--- src/rtl/ivm_pkg.sv ---
package ivm_pkg;
  localparam int NUM_VEC = 144;
  localparam int VEC_W = 8;
  localparam int PRIO_W = 3;
  localparam int ADDR_W = 24;
  localparam int OFFSET_W = 10;
  localparam logic [OFFSET_W-1:0] TABLE_TOP = 10'h3fc;
  localparam logic [PRIO_W-1:0] PRIO_OFF = 3'h7;
  localparam logic [VEC_W-1:0] VEC_CALL_BASE = 8'h00;
  localparam logic [VEC_W-1:0] VEC_RESET = 8'h08;
  localparam logic [VEC_W-1:0] VEC_TRAP = 8'h09;
  localparam logic [VEC_W-1:0] VEC_UNDEF = 8'h0a;
  localparam logic [VEC_W-1:0] VEC_NMI = 8'h0b;
  localparam logic [VEC_W-1:0] VEC_DELAYED = 8'h0c;
  localparam logic [VEC_W-1:0] VEC_FIRST_PRIO = 8'h0c;
  localparam logic [VEC_W-1:0] VEC_RC_TICK = 8'h0d;
  localparam logic [VEC_W-1:0] VEC_MAIN_TICK = 8'h0e;
  localparam logic [VEC_W-1:0] VEC_SUB_TICK = 8'h0f;
  localparam logic [VEC_W-1:0] VEC_LOW_VOLT = 8'h10;
  localparam logic [VEC_W-1:0] VEC_EXT_FIRST = 8'h11;
  localparam logic [VEC_W-1:0] VEC_EXT_LAST = 8'h20;
  localparam logic [VEC_W-1:0] VEC_CAN0 = 8'h21;
  localparam logic [VEC_W-1:0] VEC_PG_LO_FIRST = 8'h26;
  localparam logic [VEC_W-1:0] VEC_PG_LO_LAST = 8'h2d;
  localparam logic [VEC_W-1:0] VEC_PG_HI_FIRST = 8'h32;
  localparam logic [VEC_W-1:0] VEC_PG_HI_LAST = 8'h35;
  localparam logic [VEC_W-1:0] VEC_RLT_FIRST = 8'h3a;
  localparam logic [VEC_W-1:0] VEC_RLT_LAST = 8'h3d;
  localparam logic [VEC_W-1:0] VEC_RLT6 = 8'h40;
  localparam logic [VEC_W-1:0] VEC_ICU_FIRST = 8'h41;
  localparam logic [VEC_W-1:0] VEC_ICU_LAST = 8'h48;
  localparam logic [VEC_W-1:0] VEC_OUTPUT_COMPARE = 8'h4d;
  localparam logic [VEC_W-1:0] VEC_SOUND1 = 8'h79;
  localparam logic [VEC_W-1:0] VEC_FLASH_A = 8'h85;
  localparam logic [VEC_W-1:0] VEC_RANGE_CMP = 8'h8b;
  localparam logic [VEC_W-1:0] VEC_PULSE_DET = 8'h8c;

  function automatic logic [OFFSET_W-1:0] vec_offset(input logic [VEC_W-1:0] v);
    return TABLE_TOP - {v[OFFSET_W-3:0], 2'h0};
  endfunction

  function automatic logic in_range(input logic [VEC_W-1:0] v,
                                    input logic [VEC_W-1:0] lo,
                                    input logic [VEC_W-1:0] hi);
    return (v >= lo) && (v <= hi);
  endfunction

  function automatic logic dma_clearable(input logic [VEC_W-1:0] v);
    return in_range(v, VEC_EXT_FIRST, VEC_EXT_LAST) ||
           in_range(v, VEC_PG_LO_FIRST, VEC_PG_LO_LAST) ||
           in_range(v, VEC_PG_HI_FIRST, VEC_PG_HI_LAST) ||
           in_range(v, VEC_RLT_FIRST, VEC_RLT_LAST) ||
           (v == VEC_RLT6) || in_range(v, VEC_ICU_FIRST, VEC_ICU_LAST) ||
           (v == VEC_OUTPUT_COMPARE) || (v == VEC_FLASH_A);
  endfunction
endpackage

--- src/rtl/vector_arbiter.sv ---
`timescale 1ns/1ps
module vector_arbiter
  import ivm_pkg::*;
#(
  parameter int N = NUM_VEC
) (
  // Pending requests and their levels
  input wire logic [N-1:0] pend,
  input wire logic [N*ivm_pkg::PRIO_W-1:0] prio,
  // Winner
  output logic found,
  output logic [ivm_pkg::VEC_W-1:0] vec,
  output logic [ivm_pkg::PRIO_W-1:0] level
);
  import ivm_pkg::*;

  // Lowest level value wins; strict compare keeps the lowest vector on ties
  always_comb begin
    found = 1'b0;
    vec = VEC_FIRST_PRIO;
    level = PRIO_OFF;
    for (int i = int'(VEC_FIRST_PRIO); i < N; i++) begin
      if (pend[i] && (prio[i*PRIO_W +: PRIO_W] < level)) begin
        found = 1'b1;
        vec = VEC_W'(i);
        level = prio[i*PRIO_W +: PRIO_W];
      end
    end
  end
endmodule

--- src/rtl/interrupt_vector_map.sv ---
// Functional notes
// - Vector n entry sits at offset 3fc minus four times n.
// - From vector 12 up, priority index equals the vector number.
// - Delayed interrupt uses vector 12, not DMA-clearable.
// - Oscillator ticks request 13 to 15, low voltage 16; no DMA clear.
// - External inputs 0 to 15 request 17 to 32; DMA-clearable.
// - CAN controller 0 requests vector 33; not DMA-clearable.
// - Pulse generators 0-7 on 38-45, 12-15 on 50-53; DMA-clearable.
// - Reload timers 0-3 on 58-61, timer 6 on 64; DMA-clearable.
// - Input capture 0-7 on 65-72, output compare 0 on 77; DMA-clearable.
// - Sound generator 1 requests vector 121; not DMA-clearable.
// - Flash bank A requests vector 133; DMA-clearable.
// - Converter range compare on 139, pulse detect on 140; no DMA clear.
// - Reserved vectors have no source and no DMA clear.
`timescale 1ns/1ps
module interrupt_vector_map
  import ivm_pkg::*;
(
  // Clock and reset
  input wire logic clk,
  input wire logic rst_b,
  // Peripheral sources
  input wire logic delayed_irq,
  input wire logic rc_osc_tick,
  input wire logic main_osc_tick,
  input wire logic sub_osc_tick,
  input wire logic low_voltage_irq,
  input wire logic [15:0] external_irq,
  input wire logic can0_irq,
  input wire logic [7:0] pulse_gen_lo,
  input wire logic [3:0] pulse_gen_hi,
  input wire logic [3:0] reload_timer_lo,
  input wire logic reload_timer6,
  input wire logic [7:0] input_capture,
  input wire logic output_compare0,
  input wire logic sound_gen1,
  input wire logic flash_bank_a_irq,
  input wire logic converter_range_cmp,
  input wire logic converter_pulse_det,
  input wire logic nmi_in,
  // Priority levels, one field per vector index
  input wire logic [ivm_pkg::NUM_VEC*ivm_pkg::PRIO_W-1:0] priority_ctrl_reg,
  // Core side
  input wire logic [ivm_pkg::PRIO_W-1:0] core_ilm,
  input wire logic core_ack,
  input wire logic vector_call_instr,
  input wire logic [2:0] call_idx,
  input wire logic software_trap,
  input wire logic undef_instr,
  input wire logic [ivm_pkg::ADDR_W-1:0] vector_table_base,
  output logic irq_req,
  output logic fetch_valid,
  output logic [ivm_pkg::VEC_W-1:0] fetch_vec,
  output logic [ivm_pkg::ADDR_W-1:0] fetch_addr,
  // DMA side
  input wire logic dma_clear_req,
  input wire logic [ivm_pkg::VEC_W-1:0] dma_clear_vec,
  output logic dma_cleared
);
  import ivm_pkg::*;

  logic [NUM_VEC-1:0] pend_reg, pend_next, src, clr;
  logic boot_reg, nmi_pend_reg;
  logic fetch_valid_reg;
  logic [VEC_W-1:0] fetch_vec_reg;
  logic [ADDR_W-1:0] fetch_addr_reg;
  logic arb_found;
  logic [VEC_W-1:0] arb_vec;
  logic [PRIO_W-1:0] arb_level;

  vector_arbiter #(.N(NUM_VEC)) u_arb (
    .pend(pend_reg),
    .prio(priority_ctrl_reg),
    .found(arb_found),
    .vec(arb_vec),
    .level(arb_level)
  );

  // Reserved and fixed vectors stay tied low, so nothing can pend there
  always_comb begin
    src = '0;
    src[VEC_DELAYED] = delayed_irq;
    src[VEC_RC_TICK] = rc_osc_tick;
    src[VEC_MAIN_TICK] = main_osc_tick;
    src[VEC_SUB_TICK] = sub_osc_tick;
    src[VEC_LOW_VOLT] = low_voltage_irq;
    src[VEC_CAN0] = can0_irq;
    for (int i = 0; i < 16; i++) src[int'(VEC_EXT_FIRST) + i] = external_irq[i];
    for (int i = 0; i < 8; i++) src[int'(VEC_PG_LO_FIRST) + i] = pulse_gen_lo[i];
    for (int i = 0; i < 4; i++) src[int'(VEC_PG_HI_FIRST) + i] = pulse_gen_hi[i];
    for (int i = 0; i < 4; i++) src[int'(VEC_RLT_FIRST) + i] = reload_timer_lo[i];
    src[VEC_RLT6] = reload_timer6;
    for (int i = 0; i < 8; i++) src[int'(VEC_ICU_FIRST) + i] = input_capture[i];
    src[VEC_OUTPUT_COMPARE] = output_compare0;
    src[VEC_SOUND1] = sound_gen1;
    src[VEC_FLASH_A] = flash_bank_a_irq;
    src[VEC_RANGE_CMP] = converter_range_cmp;
    src[VEC_PULSE_DET] = converter_pulse_det;
  end

  wire irq_ok = arb_found && (arb_level < core_ilm);
  wire sync_fetch = boot_reg || undef_instr || software_trap || vector_call_instr;
  // Synchronous fetches outrank an acknowledge; the core retries its ack later
  wire take_nmi = core_ack && !sync_fetch && nmi_pend_reg;
  wire take_irq = core_ack && !sync_fetch && !nmi_pend_reg && irq_ok;
  wire take_any = sync_fetch || take_nmi || take_irq;
  wire dma_ok = dma_clear_req && (dma_clear_vec < VEC_W'(NUM_VEC)) &&
                dma_clearable(dma_clear_vec);
  wire [VEC_W-1:0] sel_vec = boot_reg ? VEC_RESET :
                             undef_instr ? VEC_UNDEF :
                             software_trap ? VEC_TRAP :
                             vector_call_instr ? (VEC_CALL_BASE | {5'h00, call_idx}) :
                             take_nmi ? VEC_NMI : arb_vec;
  wire [ADDR_W-1:0] addr_next = vector_table_base +
                                {{(ADDR_W-OFFSET_W){1'b0}}, vec_offset(sel_vec)};

  always_comb begin
    clr = '0;
    if (take_irq) clr[arb_vec] = 1'b1;
    if (dma_ok) clr[dma_clear_vec] = 1'b1;
  end
  // New events win over a clear in the same cycle
  assign pend_next = (pend_reg & ~clr) | src;

  always_ff @(posedge clk) begin
    if (!rst_b) begin
      pend_reg <= '0;
      nmi_pend_reg <= 1'b0;
      boot_reg <= 1'b1;
    end else begin
      pend_reg <= pend_next;
      nmi_pend_reg <= nmi_in || (nmi_pend_reg && !take_nmi);
      boot_reg <= 1'b0;
    end
  end

  always_ff @(posedge clk) begin
    if (!rst_b) begin
      fetch_valid_reg <= 1'b0;
      fetch_vec_reg <= '0;
      fetch_addr_reg <= '0;
    end else begin
      fetch_valid_reg <= take_any;
      if (take_any) begin
        fetch_vec_reg <= sel_vec;
        fetch_addr_reg <= addr_next;
      end
    end
  end

  assign irq_req = nmi_pend_reg || irq_ok;
  assign fetch_valid = fetch_valid_reg;
  assign fetch_vec = fetch_vec_reg;
  assign fetch_addr = fetch_addr_reg;
  assign dma_cleared = dma_ok;

  property p_addr;
    @(posedge clk) disable iff (!rst_b)
    take_any |=> fetch_addr_reg == $past(vector_table_base) +
      {{(ADDR_W-OFFSET_W){1'b0}}, TABLE_TOP - {fetch_vec_reg[OFFSET_W-3:0], 2'h0}};
  endproperty
  a_addr: assert property (p_addr) else $error("fetch address wrong");

  property p_boot;
    @(posedge clk) disable iff (!rst_b)
    $rose(rst_b) |=> fetch_valid_reg && (fetch_vec_reg == 8'h08);
  endproperty
  a_boot: assert property (p_boot) else $error("no reset vector fetch");

  property p_trap;
    @(posedge clk) disable iff (!rst_b)
    software_trap && !boot_reg && !undef_instr |=> fetch_valid_reg && fetch_vec_reg == 8'h09;
  endproperty
  a_trap: assert property (p_trap) else $error("trap vector wrong");

  property p_call;
    @(posedge clk) disable iff (!rst_b)
    vector_call_instr && !boot_reg && !undef_instr && !software_trap
      |=> fetch_valid_reg && fetch_vec_reg == {5'h00, $past(call_idx)};
  endproperty
  a_call: assert property (p_call) else $error("call vector wrong");

  property p_arb_floor;
    @(posedge clk) disable iff (!rst_b)
    arb_found |-> arb_vec >= 8'h0c && priority_ctrl_reg[arb_vec*PRIO_W +: PRIO_W] != 3'h7;
  endproperty
  a_arb_floor: assert property (p_arb_floor) else $error("bad arbitration");

  property p_ext;
    @(posedge clk) disable iff (!rst_b)
    external_irq[15] |=> pend_reg[32];
  endproperty
  a_ext: assert property (p_ext) else $error("external 15 not pending");

  property p_sound;
    @(posedge clk) disable iff (!rst_b)
    sound_gen1 ##1 (dma_clear_req && dma_clear_vec == 8'h79) |-> !dma_cleared;
  endproperty
  a_sound: assert property (p_sound) else $error("sound request DMA-cleared");

  property p_reserved;
    @(posedge clk) disable iff (!rst_b)
    pend_reg[11:0] == 12'h000 && pend_reg[37:34] == 4'h0 && pend_reg[143:141] == 3'h0;
  endproperty
  a_reserved: assert property (p_reserved) else $error("reserved vector pending");

  property p_dma_clear;
    @(posedge clk) disable iff (!rst_b)
    dma_cleared && !src[dma_clear_vec] |=> !pend_reg[$past(dma_clear_vec)];
  endproperty
  a_dma_clear: assert property (p_dma_clear) else $error("DMA clear lost");

  property p_dma_none;
    @(posedge clk) disable iff (!rst_b)
    dma_clear_req && (dma_clear_vec == 8'h0c || dma_clear_vec == 8'h21 ||
      dma_clear_vec == 8'h8b) |-> !dma_cleared;
  endproperty
  a_dma_none: assert property (p_dma_none) else $error("non-clearable cleared");

  property p_cov_irq;
    @(posedge clk) disable iff (!rst_b) take_irq ##1 fetch_valid_reg;
  endproperty
  c_irq: cover property (p_cov_irq);
  property p_cov_nmi;
    @(posedge clk) disable iff (!rst_b) take_nmi;
  endproperty
  c_nmi: cover property (p_cov_nmi);
  property p_cov_dma;
    @(posedge clk) disable iff (!rst_b) dma_cleared;
  endproperty
  c_dma: cover property (p_cov_dma);
endmodule

--- config.mk ---
export PLATFORM = sky130hd
export DESIGN_NAME = interrupt_vector_map
export DESIGN_NICKNAME = d
export VERILOG_FILES = /design/src/rtl/ivm_pkg.sv /design/src/rtl/vector_arbiter.sv /design/src/rtl/interrupt_vector_map.sv
export SDC_FILE = /design/constraint.sdc
export NUM_CORES = 1
export LEC_CHECK = 0
export ABC_AREA = 1
export BUFFER_PORTS_ARGS = -buffer_cell sky130_fd_sc_hd__buf_2
export CORE_UTILIZATION = 40
export CTS_BUF_LIST = sky130_fd_sc_hd__clkbuf_8
export DETAILED_ROUTE_END_ITERATION = 6
export SETUP_SLACK_MARGIN = 0.5
export SLEW_MARGIN = 20
export SYNTH_ARGS = -nofsm -noshare
export SYNTH_HDL_FRONTEND = slang
export SYNTH_HIERARCHICAL = 1
export SYNTH_SLANG_ARGS = --single-unit
--- constraint.sdc ---
create_clock -name clk -period 90.8 [get_ports clk]
set_input_delay 4.54 -clock clk [delete_from_list [all_inputs] [get_ports clk]]
set_output_delay 4.54 -clock clk [all_outputs]
set_load 0.02 [all_outputs]
==> impl_metrics.env, run 1 <==
export IMPL_status="finished clean"
export IMPL_drtIter0Drc=1824
export IMPL_io_pins=565
export IMPL_die_w_um=243
export IMPL_crit_required_ns=86.26
export IMPL_swShare_pct=54.2
export IMPL_crit_slowest_cell="a211oi_2"
export IMPL_setup_tns_ns=0
export IMPL_layout_drive_gt1_share_pct=18.1
export IMPL_gp_congestion=0.972
export IMPL_clk_latency_ns=0.53
export IMPL_grt_pass1_vias=25256
export IMPL_grt_max_degree=79
export IMPL_area_delta_synth_final_pct=16.6
export IMPL_peakVddDrop_mv=0.00813
export IMPL_clockBufferDepth=2
export IMPL_slew_viol_final=0
export IMPL_combPwrFrac_pct=68.2
export IMPL_critical_path_buf_inv_count=5
export IMPL_core_area_um2=56800
export IMPL_largest_reg_flops=132
export IMPL_cts_tree="done"
export IMPL_endpoint="irq_req"
export IMPL_p_sw_w=0.000233
export IMPL_avgRoutedWirePerCell_um=15.5
export IMPL_wl_mm=89.0
export IMPL_hp_class="register to register"
export IMPL_cp_startpoint="priority_ctrl_reg[36]"
export IMPL_fmax_ghz=0.0127
export IMPL_reg2reg_depth=794
export IMPL_synth_cells=4452
export IMPL_worstSetupPathType="primary input to output pin"
export IMPL_detail_route_antenna_nets=0
export IMPL_die_h_um=243
export IMPL_num_rows=87
export IMPL_worst_pin_slew_ns=1.04
export IMPL_syn_nets=4997
export IMPL_grt_first_pass_wirelength_mm=136
export IMPL_hold_violations=0
export IMPL_p_seq_share_pct=18.7
export IMPL_start_util_pct=40.8
export IMPL_vias=28401
export IMPL_reg2reg_slack_ns=18.97
export IMPL_p_int_w=0.000196
export IMPL_slew_headroom_pct=30.6
export IMPL_start_kind="primary input"
export IMPL_period_needed_ns=78.77
export IMPL_dpl_hpwl_mm=75.2
export IMPL_maxCapViolations=0
export IMPL_p_clk_share_pct=13.2
export IMPL_r2r_end="pend_reg[33]$_SDFF_PN0_"
export IMPL_h_tree_depth=4
export IMPL_fillCellCount=6440
export IMPL_cp_arrival_ns=74.23
export IMPL_fin_crit_sh_pct=86.8
export IMPL_whs_ns=0.469
export IMPL_nNetsFinal=5503
export IMPL_dr_pass1_iters=7
export IMPL_skew_ns=0.0211
export IMPL_die_area_um2=59000
export IMPL_setup_viol=0
export IMPL_synth_avg_cell_area_um2=5.21
export IMPL_grt_ovfl_total=0
export IMPL_cts_buffers=17
export IMPL_crit_cells=860
export IMPL_critPathMostFrequentCell="nand2_1"
export IMPL_postCtsHoldBufs=0
export IMPL_path_delay_family="simple AND/OR/NAND/NOR gates"
export IMPL_grt_antenna_before_repair=36
export IMPL_drc=0
export IMPL_viasPerCell=4.94
export IMPL_grt_total_usage_pct=29.1
export IMPL_cts_root_buf="clkbuf_8"
export IMPL_cp_slowest_stage_delay_ns=0.53
export IMPL_clk_pin_slew_worst_paths_ns=0.11
export IMPL_port_buffers=528
export IMPL_p_leak_nw=16.5
export IMPL_syn_cell_area_um2=23200
export IMPL_power_density_nw_per_um2=15.9
export IMPL_numClockSinks=167
export IMPL_synth_warning_count=6
export IMPL_p_total_w=0.000429
export IMPL_rsz0062_at_grt="false"
export IMPL_cp_end_kind="output pin"
export IMPL_reg2reg_from="pend_reg[12]$_SDFF_PN0_"
export IMPL_preCtsSetupSlack_ns=12.77
export IMPL_path_max_fanout=11
export IMPL_setup_ws_ns=12.03
## power groups by stage
| stage | clock network (W) | logic (W) | registers [W] |
|---|---|---|---|
| after CTS | 0.0000580 | 0.000290 | 0.0000800 |
| after global placement | 0 | 0.000288 | 0.0000817 |
| final | 0.0000565 | 0.000292 | 0.0000801 |
| after detailed placement | 0 | 0.000289 | 0.0000817 |
| after global routing | 0.0000609 | 0.000332 | 0.0000805 |
| after floorplan | 0 | 0.000216 | 0.0000816 |
## placed cells by master, fill, tap and decap left out, types with 7 or more instances in the layout
master       n
a21oi_1    188
a31o_2      10
buf_2      527
buf_4        8
clkbuf_8    18
dfxtp_1    167
diode_2     19
ha_1        14
inv_1     1051
inv_2       11
nand2_1   1383
nand2_2    133
nand3_1    355
nand3_2    130
nand3b_1     7
nand4_1    294
nor2_1     387
nor3_1      11
o211ai_1    65
o211ai_2    10
o21a_1      14
o21ai_0     66
o21ai_1      7
o311ai_0    21
or2_2       22
xor2_1      17
## worst min path at each step
stage | cells past startpoint | start | end | slack (ns)
global placement | 2 | fetch_vec[7]$_SDFFE_PN0P_ | fetch_vec[7]$_SDFFE_PN0P_ | 0.45
CTS | 2 | fetch_vec[6]$_SDFFE_PN0P_ | fetch_vec[6]$_SDFFE_PN0P_ | 0.47
floorplan | 2 | pend_reg[143]$_SDFF_PN0_ | pend_reg[143]$_SDFF_PN0_ | 0.45
detailed placement | 2 | fetch_vec[6]$_SDFFE_PN0P_ | fetch_vec[6]$_SDFFE_PN0P_ | 0.45
global route | 2 | fetch_vec[6]$_SDFFE_PN0P_ | fetch_vec[6]$_SDFFE_PN0P_ | 0.50
finish | 2 | fetch_vec[6]$_SDFFE_PN0P_ | fetch_vec[6]$_SDFFE_PN0P_ | 0.47
## layer usage
| layer | share of wire, % | up-vias | global-route usage, % |
|---|---|---|---|
| li1 | - | 15056 | - |
| met2 | 47 | 675 | 49.4 |
| met3 | 6.7 | 102 | 6.80 |
| met4 | 1.9 | 40 | 6.68 |
| met5 | 0.30 | - | 0 |
| met1 | 45 | 12528 | 37.0 |
## final cells by class
type,instances,area (um^2),area share (%)
clock buffers,18,248,0.916
clock inverters,14,144,0.532
diodes,19,47.5,0.176
well taps,756,946,3.50
flip-flops and latches,167,3340,12.4
multi-input cells,3174,15600,57.8
inverters,1063,3990,14.8
repair buffers,535,2700,9.97
## stage by stage
step / std cells / cell area (um^2) / util, %
floorplan: 4452 / 23200 / -
global placement: 5695 / 26600 / 46.8
detailed placement: 5695 / 26600 / 46.8
CTS: 5727 / 27000 / 47.5
global route: 5736 / 27000 / 47.6
finish: 5746 / 27000 / 47.6
## repair_timing
item,4_1_cts,5_1_grt
endpoints found under the setup margin,0,1
resized for setup,0,1
setup buffers,0,0
## worst reg2reg max path: cells and delay by family, from the launching register on
| kind | cells | cell delay, ns |
|---|---|---|
| adder cells (fa/ha/maj) | 3 | 0.86 |
| buffers and inverters | 4 | 0.90 |
| AO/OA/AOI/OAI | 6 | 1.51 |
| flip-flops | 1 | 0.45 |
| AND/OR/NAND/NOR | 781 | 68.02 |
No activity file was read; power rests on OpenSTA's default activity.
==> run 2, diff against run 1 <==
--- a/config.mk
+++ b/config.mk
@@ -5,9 +5,9 @@
 export SDC_FILE = /design/constraint.sdc
 export NUM_CORES = 1
 export LEC_CHECK = 0
-export ABC_AREA = 1
 export BUFFER_PORTS_ARGS = -buffer_cell sky130_fd_sc_hd__buf_2
-export CORE_UTILIZATION = 40
+export CORE_MARGIN = 10
+export CORE_UTILIZATION = 30
 export CTS_BUF_LIST = sky130_fd_sc_hd__clkbuf_8
 export DETAILED_ROUTE_END_ITERATION = 6
 export SETUP_SLACK_MARGIN = 0.5
==> run 2 against run 1 <==
Combinational power grew to 3.8 times the previous value; power rose to 2.9 times the previous value; design area up 24%; worst hold slack got worse by 0.027 ns; synthesized cell count rose by 1.0%; non-clock buffer count up 19; largest cell class unchanged; clock-buffer cell count unchanged; critical endpoint unchanged.
==> impl_metrics.env, run 2 <==
export IMPL_status="finished clean"
export IMPL_die_w_um=331
export IMPL_synth_avg_cell_area_um2=6.43
export IMPL_vias=36530
export IMPL_grt_antenna_before_repair=76
export IMPL_slew_viol_final=0
export IMPL_preCtsSetupSlack_ns=41.03
export IMPL_cp_slowest_stage_delay_ns=0.69
export IMPL_cp_arrival_ns=45.97
export IMPL_fmax_ghz=0.0198
export IMPL_viasPerCell=5.80
export IMPL_crit_slowest_cell="nand3b_1"
export IMPL_start_util_pct=30.4
export IMPL_top_usage_layer="met2"
export IMPL_rsz0062_at_grt="false"
export IMPL_clk_latency_ns=0.54
export IMPL_critical_path_buf_inv_count=4
export IMPL_cts_buffers=17
export IMPL_maxCapViolations=0
export IMPL_drtIter0Drc=2877
export IMPL_nNetsFinal=5526
export IMPL_dpl_hpwl_mm=112
export IMPL_grt_total_usage_pct=23.0
export IMPL_setup_ws_ns=40.29
export IMPL_slew_headroom_pct=22.5
export IMPL_io_pins=565
export IMPL_final_cell_mix="nand2_1, buf_2, nor2_1, a21oi_1, o21ai_0"
export IMPL_gp_congestion=0.946
export IMPL_numClockSinks=167
export IMPL_die_h_um=331
export IMPL_fin_crit_sh_pct=55.6
export IMPL_core_area_um2=95300
export IMPL_worstSetupPathType="primary input to output pin"
export IMPL_path_delay_family="compound AO/OA/AOI/OAI gates"
export IMPL_clockBufferDepth=2
export IMPL_synth_warning_count=6
export IMPL_ctsResizeCount=0
export IMPL_area_delta_synth_final_pct=15.7
export IMPL_p_total_w=0.00125
export IMPL_final_common_cell="nand2_1"
export IMPL_num_rows=113
export IMPL_largest_reg_flops=132
export IMPL_die_area_um2=109000
export IMPL_use_met2_pct=38.7
export IMPL_syn_cell_area_um2=28900
export IMPL_worst_pin_slew_ns=1.15
export IMPL_power_density_nw_per_um2=37.5
export IMPL_layout_drive_gt1_share_pct=17.1
export IMPL_wl_mm=134
export IMPL_cts_tree="done"
export IMPL_period_needed_ns=50.51
export IMPL_cts_root_buf="clkbuf_8"
export IMPL_port_buffers=528
export IMPL_seqCellArea_um2=3340
export IMPL_grt_pass1_vias=33624
export IMPL_fillCellCount=10608
export IMPL_setup_viol=0
export IMPL_critPathMostFrequentCell="a21oi_1"
export IMPL_cts_setup_buffers=0
export IMPL_syn_nets=5042
export IMPL_multi_input_area_um2=24400
export IMPL_cp_end_kind="output pin"
export IMPL_grt_max_degree=75
export IMPL_final_area_um2=33500
export IMPL_p_leak_nw=13.2
export IMPL_start_kind="primary input"
export IMPL_path_max_fanout=17
export IMPL_detail_route_antenna_nets=0
export IMPL_grt_use_met1_pct=28.6
export IMPL_skew_ns=0.0246
export IMPL_clk_pin_slew_worst_paths_ns=0.12
export IMPL_hp_class="register to register"
export IMPL_synth_cells=4497
export IMPL_h_tree_depth=4
export IMPL_postCtsHoldBufs=0
export IMPL_grt_first_pass_wirelength_mm=198
export IMPL_avgRoutedWirePerCell_um=21.2
export IMPL_setup_tns_ns=0
export IMPL_peakVddDrop_mv=0.0260
export IMPL_drc=0
export IMPL_gr_usage_met3_pct=5.19
export IMPL_crit_required_ns=86.26
export IMPL_place_area_um2=33000
export IMPL_dr_pass1_iters=5
export IMPL_hold_violations=0
export IMPL_grt_ovfl_total=0
-- run 2: per-layer routing --
metal	routed length (um)	share of wire, %
met1	57100	43
met2	62100	46
met3	9940	7.4
met4	4240	3.2
met5	389	0.29
-- run 2: per-stage QoR --
step / hold WS [ns] / cells / utilization, %
finish: 0.442 / 6296 / 35.1
global placement: 0.423 / 6227 / 34.6
global route: 0.481 / 6282 / 35.1
CTS: 0.442 / 6259 / 35.0
detailed placement: 0.426 / 6227 / 34.6
floorplan: 0.412 / 4497 / -
-- run 2: power breakdown --
part,internal (W),switching [W]
registers,0.0000765,0.00000429
logic,0.000426,0.000687
clock network,0.0000260,0.0000347
-- run 2: area by class of cell --
cell class              instances  share of cell area, %
repair buffers                554                   8.49
clock inverters                14                  0.490
well taps                    1265                   4.73
diodes                         37                  0.277
flip-flops and latches        167                   9.99
clock buffers                  18                  0.740
inverters                     205                   2.30
multi-input cells            4036                   73.0
-- run 2: worst register-to-register path, delay by kind of cell, from the launching register on --
kind	cells	cell delay, ns
xor gates and xnor gates	1	0.40
adders and majority gates	3	0.82
and+or+nand+nor	30	10.95
DFF	1	0.44
buffers and inverters	3	0.29
AOI/OAI and AO/OA	103	28.46
muxes	4	1.27
-- run 2: worst paths after layout --
path	endpoint	from	slack [ns]	depth (start not counted)
max	irq_req	priority_ctrl_reg[38]	40.29	145
min	pend_reg[143]$_SDFF_PN0_	pend_reg[143]$_SDFF_PN0_	0.44	2
max reg2reg	fetch_addr[11]$_SDFFE_PN0P_	pend_reg[13]$_SDFF_PN0_	48.01	144
min reg2reg	pend_reg[143]$_SDFF_PN0_	pend_reg[143]$_SDFF_PN0_	0.44	2
